<file path="config.mk">
export PLATFORM = sky130hd
export DESIGN_NAME = acad_datapath
export DESIGN_NICKNAME = d
export VERILOG_FILES = /design/src/rtl/acad_pkg.sv /design/src/rtl/acad_datapath.sv
export SDC_FILE = /design/constraint.sdc
export NUM_CORES = 1
export LEC_CHECK = 0
export ABC_AREA = 1
export BUFFER_PORTS_ARGS = -buffer_cell sky130_fd_sc_hd__buf_2
export CAP_MARGIN = 20
export CORE_ASPECT_RATIO = 0.9
export CORE_MARGIN = 2
export CORE_UTILIZATION = 50
export DETAILED_ROUTE_END_ITERATION = 10
export PLACE_DENSITY = 0.67
export SYNTH_ARGS = -nofsm -noshare
export SYNTH_HDL_FRONTEND = slang
export SYNTH_SLANG_ARGS = --single-unit
</file>
<file path="constraint.sdc">
create_clock -name ref_clk -period 3.9 [get_ports ref_clk]
set_input_delay 0.585 -clock ref_clk [delete_from_list [all_inputs] [get_ports ref_clk]]
set_output_delay 0.585 -clock ref_clk [all_outputs]
set_load 0.02 [all_outputs]
</file>
<file path="src/rtl/acad_pkg.sv">
// Purpose: constants, types and register map of the accumulator datapath
// Assumes: one 200 MHz clock, classic Wishbone slave with 32-bit data
// Notes: accumulator and buffer are 32 bits, operands 16 bits
// ==========================================================
// What this block does
// - External reads take at least one cycle, external writes at least two.
// - A write directly after or before an external read takes three cycles.
// - With m generator wait states and ready high, reads and writes take m+1.
// - Ready held low for m cycles gives reads m+1 and writes m+2 cycles.
// - Program memory accesses are stretched by p wait cycles.
// - Single-port RAM is split into contiguous 1K or 2K word blocks.
// - One access per block per cycle; different blocks run in parallel.
// - Repeat count must exceed 2 and equals the number of executions.
// - Add shifts the memory or immediate operand left and accumulates it.
// - Vacated low bits of the shifted add operand are zero.
// - High operand bits sign-extend when sign_extend_mode is 1, else zero.
// - Short immediate add ignores sign extension and cannot be repeated.
// - Add with shift 16 sets carry on carry out, else keeps it.
// - Add occupies one program word in direct, indirect and short forms.
package acad_pkg;
	// ==========================================================
	// Register map
	localparam logic [7:0] A_CTRL = 8'h00;
	localparam logic [7:0] A_ACC = 8'h04;
	localparam logic [7:0] A_BUF = 8'h08;
	localparam logic [7:0] A_OPCMD = 8'h0C;
	localparam logic [7:0] A_XCMD = 8'h10;
	localparam logic [7:0] A_XSTAT = 8'h14;
	localparam logic [7:0] A_BANK = 8'h18;
	localparam logic [7:0] A_BCOST = 8'h1C;
	localparam logic [7:0] A_IRQ = 8'h20;
	localparam logic [7:0] A_MASK = 8'h24;
	localparam int C_SXM = 0;
	localparam int C_OVM = 1;
	localparam int C_CARRY = 2;
	localparam int C_OVF = 3;
	localparam int C_RPTERR = 4;
	localparam int I_OP = 0;
	localparam int I_OVF = 1;
	localparam int I_X = 2;
	localparam int I_RPT = 3;
	localparam logic [3:0] R_IRQ = 4'h0;
	localparam logic [3:0] R_MASK = 4'h0;
	// ==========================================================
	// Arithmetic and timing
	localparam logic [31:0] ACC_MAX = 32'h7FFFFFFF;
	localparam logic [31:0] ACC_MIN = 32'h80000000;
	localparam logic [7:0] RPT_MIN = 8'h03;
	localparam logic [7:0] RD_CYC = 8'h01;
	localparam logic [7:0] WR_CYC = 8'h02;
	localparam logic [7:0] WR_TURN_CYC = 8'h03;
	localparam logic [1:0] OP_WORDS = 2'h1;
	localparam logic [1:0] COST_ONE = 2'h1;
	localparam logic [1:0] COST_TWO = 2'h2;
	localparam logic [4:0][15:0] BLK_LO = {16'h2800, 16'h2000, 16'h1800, 16'h1000, 16'h0800};
	localparam logic [4:0][15:0] BLK_HI = {16'h2BFF, 16'h27FF, 16'h1FFF, 16'h17FF, 16'h0FFF};
	// ==========================================================
	// Types
	typedef enum logic [2:0] {
		OP_ABS = 3'h0,
		OP_ADD_BUFFER_WITH_CARRY_OP = 3'h1,
		OP_ADD_DM = 3'h2,
		OP_ADD_SHORT = 3'h3,
		OP_ADD_LONG = 3'h4,
		OP_ADD16 = 3'h5
	} acad_op_t;
	typedef struct packed {
		logic [7:0] repeat_single_op;
		logic [15:0] operand;
		logic [4:0] shift;
		acad_op_t op;
	} acad_opcmd_t;
	typedef struct packed {
		logic [20:0] pad;
		logic next_read;
		logic prog;
		logic [7:0] waits;
		logic write;
	} acad_xcmd_t;
	typedef struct packed {
		logic [15:0] addr_b;
		logic [15:0] addr_a;
	} acad_bank_t;
	typedef enum logic [1:0] {X_IDLE = 2'b00, X_WAIT = 2'b01} acad_xst_t;
	typedef enum logic {O_IDLE = 1'b0, O_RUN = 1'b1} acad_ost_t;
endpackage

</file>
<file path="src/rtl/acad_datapath.sv">
// Purpose: accumulator abs/add datapath with external access timer
// Assumes: inputs synchronous to ref_clk, Wishbone classic master
// Notes: operations run from a command register, one per cycle
`timescale 1ns/1ps
module acad_datapath
	import acad_pkg::*;
(
	input wire logic ref_clk,
	input wire logic resetn,
	input wire logic wb_cyc_i,
	input wire logic wb_stb_i,
	input wire logic wb_we_i,
	input wire logic [7:0] wb_adr_i,
	input wire logic [3:0] wb_sel_i,
	input wire logic [31:0] wb_dat_i,
	output logic [31:0] wb_dat_o,
	output logic wb_ack_o,
	input wire logic ext_ready,
	output logic ext_strobe,
	output logic ext_write,
	output logic irq
);
	// ==========================================================
	// Bus slave
	logic ack_reg, ack_next;
	logic [31:0] rdat_reg, rdat_next;
	logic [31:0] wmask;
	logic req, wr, rd;
	assign req = wb_cyc_i & wb_stb_i & ~ack_reg;
	// Writes land at the edge where the master samples ack
	assign wr = wb_cyc_i & wb_stb_i & wb_we_i & ack_reg;
	assign rd = wb_cyc_i & wb_stb_i & ~wb_we_i & ack_reg;
	assign wb_ack_o = ack_reg;
	assign wb_dat_o = rdat_reg;
	genvar gi;
	generate
		for (gi = 0; gi < 4; gi++)
		begin : g_lane
			assign wmask[8*gi +: 8] = {8{wb_sel_i[gi]}};
		end
	endgenerate
	function automatic logic [31:0] merge(input logic [31:0] o, input logic [31:0] m,
		input logic [31:0] d);
		merge = (o & ~m) | (d & m);
	endfunction
	// ==========================================================
	// Single-port RAM block lookup
	function automatic logic [2:0] blk_of(input logic [15:0] a);
		blk_of = 3'h0;
		for (int i = 0; i < 5; i++)
			if (a >= BLK_LO[i] && a <= BLK_HI[i])
				blk_of = 3'(i + 1);
	endfunction
	acad_bank_t bank_reg, bank_next;
	logic [2:0] blk_a, blk_b;
	logic [1:0] cost;
	assign blk_a = blk_of(bank_reg.addr_a);
	assign blk_b = blk_of(bank_reg.addr_b);
	// Same block must serialise; different blocks go in parallel
	assign cost = (blk_a != 3'h0 && blk_a == blk_b) ? COST_TWO : COST_ONE;
	// ==========================================================
	// Datapath state
	logic [31:0] acc_reg, acc_next, buf_reg, buf_next;
	logic sxm_reg, sxm_next, ovm_reg, ovm_next;
	logic carry_reg, carry_next, ovf_reg, ovf_next;
	logic rpterr_reg, rpterr_next;
	acad_opcmd_t cmd_reg, cmd_next, wcmd;
	logic [7:0] left_reg, left_next;
	acad_ost_t ost_reg, ost_next;
	logic exec, op_done, rpt_bad;
	logic [31:0] opnd, addb, res;
	logic [32:0] sum;
	logic cin, cout, vflag;
	assign wcmd = acad_opcmd_t'(wb_dat_i);
	assign exec = (ost_reg == O_RUN);
	assign op_done = exec && left_reg <= 8'h01;
	always_comb
	begin
		opnd = {{16{sxm_reg & cmd_reg.operand[15]}}, cmd_reg.operand};
		addb = 32'h0;
		cin = 1'b0;
		sum = 33'h0;
		res = acc_reg;
		cout = carry_reg;
		vflag = 1'b0;
		unique case (cmd_reg.op)
			OP_ABS:
			begin
				res = acc_reg[31] ? 32'(-acc_reg) : acc_reg;
				cout = 1'b0;
				vflag = (acc_reg == ACC_MIN);
			end
			OP_ADD_BUFFER_WITH_CARRY_OP:
			begin
				addb = buf_reg;
				cin = carry_reg;
			end
			OP_ADD_SHORT:
				addb = {24'h0, cmd_reg.operand[7:0]};
			OP_ADD16:
				addb = {cmd_reg.operand, 16'h0};
			default:
				addb = opnd << cmd_reg.shift[3:0];
		endcase
		if (cmd_reg.op != OP_ABS)
		begin
			sum = {1'b0, acc_reg} + {1'b0, addb} + {32'h0, cin};
			res = sum[31:0];
			vflag = (acc_reg[31] == addb[31]) && (res[31] != acc_reg[31]);
			// Shift 16 only ever sets carry, so wide sums chain
			cout = (cmd_reg.op == OP_ADD16) ? (carry_reg | sum[32]) : sum[32];
		end
		if (vflag && ovm_reg)
			res = (cmd_reg.op == OP_ABS || !addb[31]) ? ACC_MAX : ACC_MIN;
	end
	assign rpt_bad = wr && wb_adr_i == A_OPCMD && !exec && wcmd.op != OP_ADD_SHORT
		&& wcmd.repeat_single_op != 8'h00 && wcmd.repeat_single_op < RPT_MIN;
	always_comb
	begin
		acc_next = acc_reg;
		buf_next = buf_reg;
		sxm_next = sxm_reg;
		ovm_next = ovm_reg;
		carry_next = carry_reg;
		ovf_next = ovf_reg;
		rpterr_next = rpterr_reg;
		cmd_next = cmd_reg;
		left_next = left_reg;
		ost_next = ost_reg;
		if (wr && wb_adr_i == A_CTRL && wb_sel_i[0])
		begin
			sxm_next = wb_dat_i[C_SXM];
			ovm_next = wb_dat_i[C_OVM];
			carry_next = wb_dat_i[C_CARRY];
			ovf_next = wb_dat_i[C_OVF];
			rpterr_next = wb_dat_i[C_RPTERR];
		end
		if (wr && wb_adr_i == A_ACC && !exec)
			acc_next = merge(acc_reg, wmask, wb_dat_i);
		if (wr && wb_adr_i == A_BUF)
			buf_next = merge(buf_reg, wmask, wb_dat_i);
		if (wr && wb_adr_i == A_OPCMD && !exec)
		begin
			cmd_next = wcmd;
			ost_next = O_RUN;
			// Short form and too-short counts run once
			if (wcmd.op == OP_ADD_SHORT || wcmd.repeat_single_op < RPT_MIN)
				left_next = 8'h01;
			else
				left_next = wcmd.repeat_single_op;
		end
		if (rpt_bad)
			rpterr_next = 1'b1;
		if (exec)
		begin
			acc_next = res;
			carry_next = cout;
			ovf_next = ovf_next | vflag;
			left_next = 8'(left_reg - 8'h01);
			if (op_done)
				ost_next = O_IDLE;
		end
	end
	always_ff @(posedge ref_clk or negedge resetn)
	begin
		if (!resetn)
		begin
			acc_reg <= 32'h0;
			buf_reg <= 32'h0;
			sxm_reg <= 1'b0;
			ovm_reg <= 1'b0;
			carry_reg <= 1'b0;
			ovf_reg <= 1'b0;
			rpterr_reg <= 1'b0;
			cmd_reg <= '0;
			left_reg <= 8'h0;
			ost_reg <= O_IDLE;
		end
		else
		begin
			acc_reg <= acc_next;
			buf_reg <= buf_next;
			sxm_reg <= sxm_next;
			ovm_reg <= ovm_next;
			carry_reg <= carry_next;
			ovf_reg <= ovf_next;
			rpterr_reg <= rpterr_next;
			cmd_reg <= cmd_next;
			left_reg <= left_next;
			ost_reg <= ost_next;
		end
	end
	// ==========================================================
	// External access timer
	acad_xst_t xst_reg, xst_next;
	acad_xcmd_t xc;
	logic [7:0] xcnt_reg, xcnt_next, xtgt_reg, xtgt_next, xcyc_reg, xcyc_next;
	logic xwr_reg, xwr_next, lastrd_reg, lastrd_next, xdone;
	assign xc = acad_xcmd_t'(wb_dat_i);
	// Ready low freezes the count, adding one cycle per low cycle
	assign xdone = (xst_reg == X_WAIT) && ext_ready && 8'(xcnt_reg + 8'h01) == xtgt_reg;
	always_comb
	begin
		xst_next = xst_reg;
		xcnt_next = xcnt_reg;
		xtgt_next = xtgt_reg;
		xcyc_next = xcyc_reg;
		xwr_next = xwr_reg;
		lastrd_next = lastrd_reg;
		if (xst_reg == X_IDLE && wr && wb_adr_i == A_XCMD)
		begin
			xst_next = X_WAIT;
			xcnt_next = 8'h0;
			xcyc_next = 8'h0;
			xwr_next = xc.write & ~xc.prog;
			if (xc.prog)
				xtgt_next = 8'(RD_CYC + xc.waits);
			else if (xc.waits != 8'h0)
				xtgt_next = 8'(xc.waits + 8'h01);
			else if (xc.write)
				xtgt_next = (lastrd_reg || xc.next_read) ? WR_TURN_CYC : WR_CYC;
			else
				xtgt_next = RD_CYC;
		end
		if (xst_reg == X_WAIT)
		begin
			xcyc_next = 8'(xcyc_reg + 8'h01);
			if (ext_ready)
				xcnt_next = 8'(xcnt_reg + 8'h01);
			if (xdone)
			begin
				xst_next = X_IDLE;
				lastrd_next = ~xwr_reg;
			end
		end
	end
	always_ff @(posedge ref_clk or negedge resetn)
	begin
		if (!resetn)
		begin
			xst_reg <= X_IDLE;
			xcnt_reg <= 8'h0;
			xtgt_reg <= 8'h0;
			xcyc_reg <= 8'h0;
			xwr_reg <= 1'b0;
			lastrd_reg <= 1'b0;
		end
		else
		begin
			xst_reg <= xst_next;
			xcnt_reg <= xcnt_next;
			xtgt_reg <= xtgt_next;
			xcyc_reg <= xcyc_next;
			xwr_reg <= xwr_next;
			lastrd_reg <= lastrd_next;
		end
	end
	assign ext_strobe = (xst_reg == X_WAIT);
	assign ext_write = xwr_reg;
	// ==========================================================
	// Interrupts, bank and read path
	logic [3:0] ist_reg, ist_next, mask_reg, mask_next, ev;
	assign ev = {rpt_bad, xdone, exec & vflag, op_done};
	assign irq = |(ist_reg & mask_reg);
	always_comb
	begin
		ack_next = req;
		rdat_next = 32'h0;
		bank_next = bank_reg;
		mask_next = mask_reg;
		// A new event wins over the read that clears
		ist_next = ((rd && wb_adr_i == A_IRQ) ? 4'h0 : ist_reg) | ev;
		if (wr && wb_adr_i == A_BANK)
			bank_next = acad_bank_t'(merge(bank_reg, wmask, wb_dat_i));
		if (wr && wb_adr_i == A_MASK && wb_sel_i[0])
			mask_next = wb_dat_i[3:0];
		if (req && !wb_we_i)
			unique case (wb_adr_i)
				A_CTRL: rdat_next = {27'h0, rpterr_reg, ovf_reg, carry_reg, ovm_reg, sxm_reg};
				A_ACC: rdat_next = acc_reg;
				A_BUF: rdat_next = buf_reg;
				A_OPCMD: rdat_next = cmd_reg;
				A_XSTAT: rdat_next = {12'h0, OP_WORDS, ost_reg, ext_strobe, xtgt_reg, xcyc_reg};
				A_BANK: rdat_next = bank_reg;
				A_BCOST: rdat_next = {24'h0, cost, blk_b, blk_a};
				A_IRQ: rdat_next = {28'h0, ist_reg};
				A_MASK: rdat_next = {28'h0, mask_reg};
				default: rdat_next = 32'h0;
			endcase
	end
	always_ff @(posedge ref_clk or negedge resetn)
	begin
		if (!resetn)
		begin
			ack_reg <= 1'b0;
			rdat_reg <= 32'h0;
			bank_reg <= '0;
			ist_reg <= R_IRQ;
			mask_reg <= R_MASK;
		end
		else
		begin
			ack_reg <= ack_next;
			rdat_reg <= rdat_next;
			bank_reg <= bank_next;
			ist_reg <= ist_next;
			mask_reg <= mask_next;
		end
	end
	// ==========================================================
	// Checks
	a_abs_carry: assert property (@(posedge ref_clk) disable iff (!resetn)
		exec && cmd_reg.op == OP_ABS |=> !carry_reg)
		else $error("abs left carry set");
	a_abs_neg: assert property (@(posedge ref_clk) disable iff (!resetn)
		exec && cmd_reg.op == OP_ABS && acc_reg[31] && acc_reg != ACC_MIN
		|=> acc_reg == 32'(-$past(acc_reg)))
		else $error("abs result wrong");
	a_add16_keep: assert property (@(posedge ref_clk) disable iff (!resetn)
		exec && cmd_reg.op == OP_ADD16 && carry_reg |=> carry_reg)
		else $error("shift-16 add cleared carry");
	a_ovf_set: assert property (@(posedge ref_clk) disable iff (!resetn)
		exec && vflag |=> ovf_reg && (!$past(ovm_reg) || acc_reg == ACC_MAX || acc_reg == ACC_MIN))
		else $error("overflow not flagged or saturated");
	a_short_once: assert property (@(posedge ref_clk) disable iff (!resetn)
		!exec ##1 exec && cmd_reg.op == OP_ADD_SHORT |=> ost_reg == O_IDLE)
		else $error("short add repeated");
	a_read_len: assert property (@(posedge ref_clk) disable iff (!resetn)
		$rose(ext_strobe) && !ext_write && xtgt_reg == RD_CYC && ext_ready |-> xdone)
		else $error("plain read not one cycle");
	a_write_min: assert property (@(posedge ref_clk) disable iff (!resetn)
		$rose(ext_strobe) && ext_write |-> !xdone ##1 (xtgt_reg != WR_TURN_CYC || !xdone))
		else $error("external write too short");
	a_wait_total: assert property (@(posedge ref_clk) disable iff (!resetn)
		xdone |-> 8'(xcyc_reg + 8'h01) >= xtgt_reg)
		else $error("external access ended early");
	a_bank_cost: assert property (@(posedge ref_clk) disable iff (!resetn)
		blk_a != 3'h0 && blk_a != blk_b |-> cost == COST_ONE)
		else $error("parallel blocks serialised");
	a_irq_level: assert property (@(posedge ref_clk) disable iff (!resetn)
		op_done && mask_reg[I_OP] |=> irq)
		else $error("interrupt missing");
endmodule

</file>
==> results by group <==
Critical path
  • WP buf/inv: 2
  • Most used cell, CP: nand2_1
  • Crit path cell chain: buf_4 > nand2_1 > o21ai_0 > o21ai_0 > mux2i_1 > buf_4 > nand2_1 > o221ai_1 > ha_1 > a21oi_1 > o21ai_0 > nand2_1 > nand2_1 > a21oi_1 > nand2_1 > nand2_1 > nand3_1 > nand2_1 > nand2_1 > nand2_1 > nand2_1 > a21oi_2
  • CP endpoint kind: flip-flop
  • Arrival time worst endpoint: 4.18 ns
  • Critical path class: reg -> reg
  • CP startpoint kind: flip-flop
  • CP Data Required Time: 4.35 ns
  • Worst path top cell family by delay: compound AO/OA/AOI/OAI gates
  • Worst-path fanout max: 5
  • Crit-path slowest cell: dfrtp_2
  • Crit path largest cell delay: 0.45 ns

Power
  • Internal: 4.35 mW
  • Net Switching: 2.48 mW
  • Switching share of power: 36.3%
  • Maximum vdd drop: 0.326 mV
  • Register share of total power: 37.3%
  • Comb pwr share: 28.8%
  • Power Density: 401 nW/um^2
  • Cell leakage power: 8.53 nW
  • Clock network power share: 33.9%

Outcome
  • Status: finished, final reports clean

Clock network
  • CTS Hold Bufs: 0
  • Worst skew pair latency: 0.54 ns
  • CTS tree: done
  • Clock slew at reported path FFs: 0.06 ns
  • Clock root cell: clkbuf_16
  • Htree depth: 1
  • Number of CTS-inserted buffers: 25
  • Sink Count: 211
  • CTS Buffer Depth: 3

Final layout
  • Cell area after layout: 17000 um^2
  • Fin nets: 2339
  • # diodes: 0
  • Final Util: 58.7%
  • Fillcell total: 2779
  • Share of post-route cells with drive strength above 1: 14.4%
  • P&R area growth vs syn: 15.0%

Yosys
  • Mean area per synthesized cell: 6.97 um^2
  • Synth area leaders: dfrtp_1 (36%), nand2_1 (16%), o21ai_0 (7.2%)
  • Share of the synthesized area in the top cell type: 35.7%
  • FF+latch count, synth: 211
  • Number of distinct library cells after synthesis: 64
  • Count leader, synth: nand2_1
  • Post-synth top area cell: dfrtp_1
  • Synthesized area: 14800 um^2
  • Post-synth top flop: dfrtp_1
  • Post-Syn Nets: 2213
  • Post-synth EDFFs: 0
  • Most instantiated cells after synthesis: nand2_1 (638), inv_1 (243), o21ai_0 (213)
  • Syn Inst Count: 2123
  • Seq/Total Area, Yosys: 35.7%
  • Async SR Flop Fraction: 100%
  • Yosys warnings: 0

STA
  • Final Hold Viols: 0
  • Worst-case clock skew: 0.0185 ns
  • Tmin final: 3.73 ns
  • Rel. slew slack: 33.1%
  • Slew Viols, Final: 0
  • Fmax: 0.268 GHz
  • Worst Tran Pin Value: 1.00 ns
  • Fin crit share: 95.6%
  • RSZ-0062 raised after global routing: yes
  • Setup Viol. Count Final: 0

Placed design
  • I/O Buffers: 85
  • Post-placement cell area: 16000 um^2
  • HPWL Detailed: 45.3 mm
  • RD Place Congestion: 1.00

Detailed routing
  • Drt total wl: 57.6 mm
  • TritonRoute pass-1 iters: 6
  • Via Count: 15700
  • DR iter-0 viols: 1823
  • DR DRC count: 0
  • Detail Route Antenna Nets: 0
  • Vias per inst: 5.90
  • Avg WL per Cell: 21.6 um

Min path
  • Worst Hold Class: in -> async

GRT
  • Vias in the first global route: 15000
  • First-pass GRT wire length: 87.3 mm
  • GRT Overall Usage: 37.1%
  • Overflow after GRT: 0
  • Antenna violations before repair: 0
  • Pin count of the biggest net entering global routing: 110

Floorplanning
  • # rows: 59
  • Core ar.: 29000 um^2
  • Ports: 86
  • Die span in x: 185 um
  • Die Span Y: 167 um
  • Die ar.: 31000 um^2
  • Initial Utilization: 51.0%

Flow run
  • Max_cap viols: 0
==> cell type report <==
class / count / area [um^2] / share of cell area (%)
tap: 396 / 495 / 2.91
multi-input combinational: 1579 / 8330 / 48.9
clock buffer: 31 / 678 / 3.98
inverter: 264 / 993 / 5.83
clock inverter: 13 / 126 / 0.742
sequential: 211 / 5290 / 31.0
timing repair buffer: 168 / 1120 / 6.58
==> power groups by stage <==
stage	sequential [mW]	combinational, mW	clock (mW)
after floorplan	2.44	1.24	0
after global placement	2.56	1.87	0
after detailed placement	2.57	1.90	0
after CTS	2.53	1.91	2.33
after global routing	2.55	2.19	2.41
final	2.55	1.97	2.32
==> worst paths after layout <==
path | start | end | slack, ns | cells past startpoint
max in group asynchronous | resetn | cmd_reg[0] | 2.92 | 2
max | cmd_reg[3] | flip-flop | 0.17 | 22
min reg2reg | xst_reg[1] | xst_reg[1] | 0.41 | 0
min | resetn | xcyc_reg[1] | 0.13 | 1
min in group ref_clk | wb_stb_i | wb_ack_o | 0.29 | 3
max reg2reg | cmd_reg[3] | flip-flop | 0.17 | 22
==> metal layers <==
| metal | share of wire [%] | global-route usage (%) |
|---|---|---|
| met2 | 43 | 56.1 |
| met5 | 0 | 0 |
| met1 | 42 | 51.4 |
| met4 | 3.5 | 11.5 |
| met3 | 11 | 10.6 |
==> stage by stage <==
stage,hold WS (ns),std cells,setup TNS (ns),setup slack [ns],total power [mW]
5_1_grt,0.193,2662,-0.0137,-0.00710,7.16
6_report,0.127,2662,0,0.171,6.83
3_3_place_gp,0.392,2610,0,0.153,4.44
2_1_floorplan,0.289,2123,0,0.592,3.69
3_5_place_dp,0.396,2610,0,0.126,4.47
4_1_cts,0.162,2654,0,0.0894,6.76
==> cells in the final DEF, fill, tap and decap left out, types with 23 or more instances in the layout <==
cell type,count
inv_1,242
o21ai_0,195
nand3_1,89
nand2_1,635
a221oi_1,34
ha_1,37
xor2_1,23
buf_4,77
nor3_1,23
a21oi_1,94
clkbuf_16,25
o22ai_1,31
nor2_1,159
dfrtp_1,206
buf_2,84
==> cell families (layout without fill, tap and decap cells) <==
| group | count (synthesis) | after routing | share of synthesized area [%] |
|---|---|---|---|
| AO/OA/AOI/OAI | 507 | 507 | 21.3 |
| XOR/XNOR | 27 | 27 | 1.60 |
| adder cells (fa/ha/maj) | 40 | 40 | 3.48 |
| buffers and inverters | 333 | 476 | 9.12 |
| flip-flops | 211 | 211 | 35.7 |
| multiplexers | 4 | 4 | 0.270 |
| AND/OR/NAND/NOR | 1001 | 1001 | 28.6 |
==> what timing repair did <==
| item | CTS | global route |
|---|---|---|
| buffers inserted | 0 | 7 |
| setup endpoints to repair | 0 | 34 |
| gates resized for setup | 0 | 54 |
| endpoints found under the hold margin | 0 | 0 |
Power figures use the tool's default switching activity.
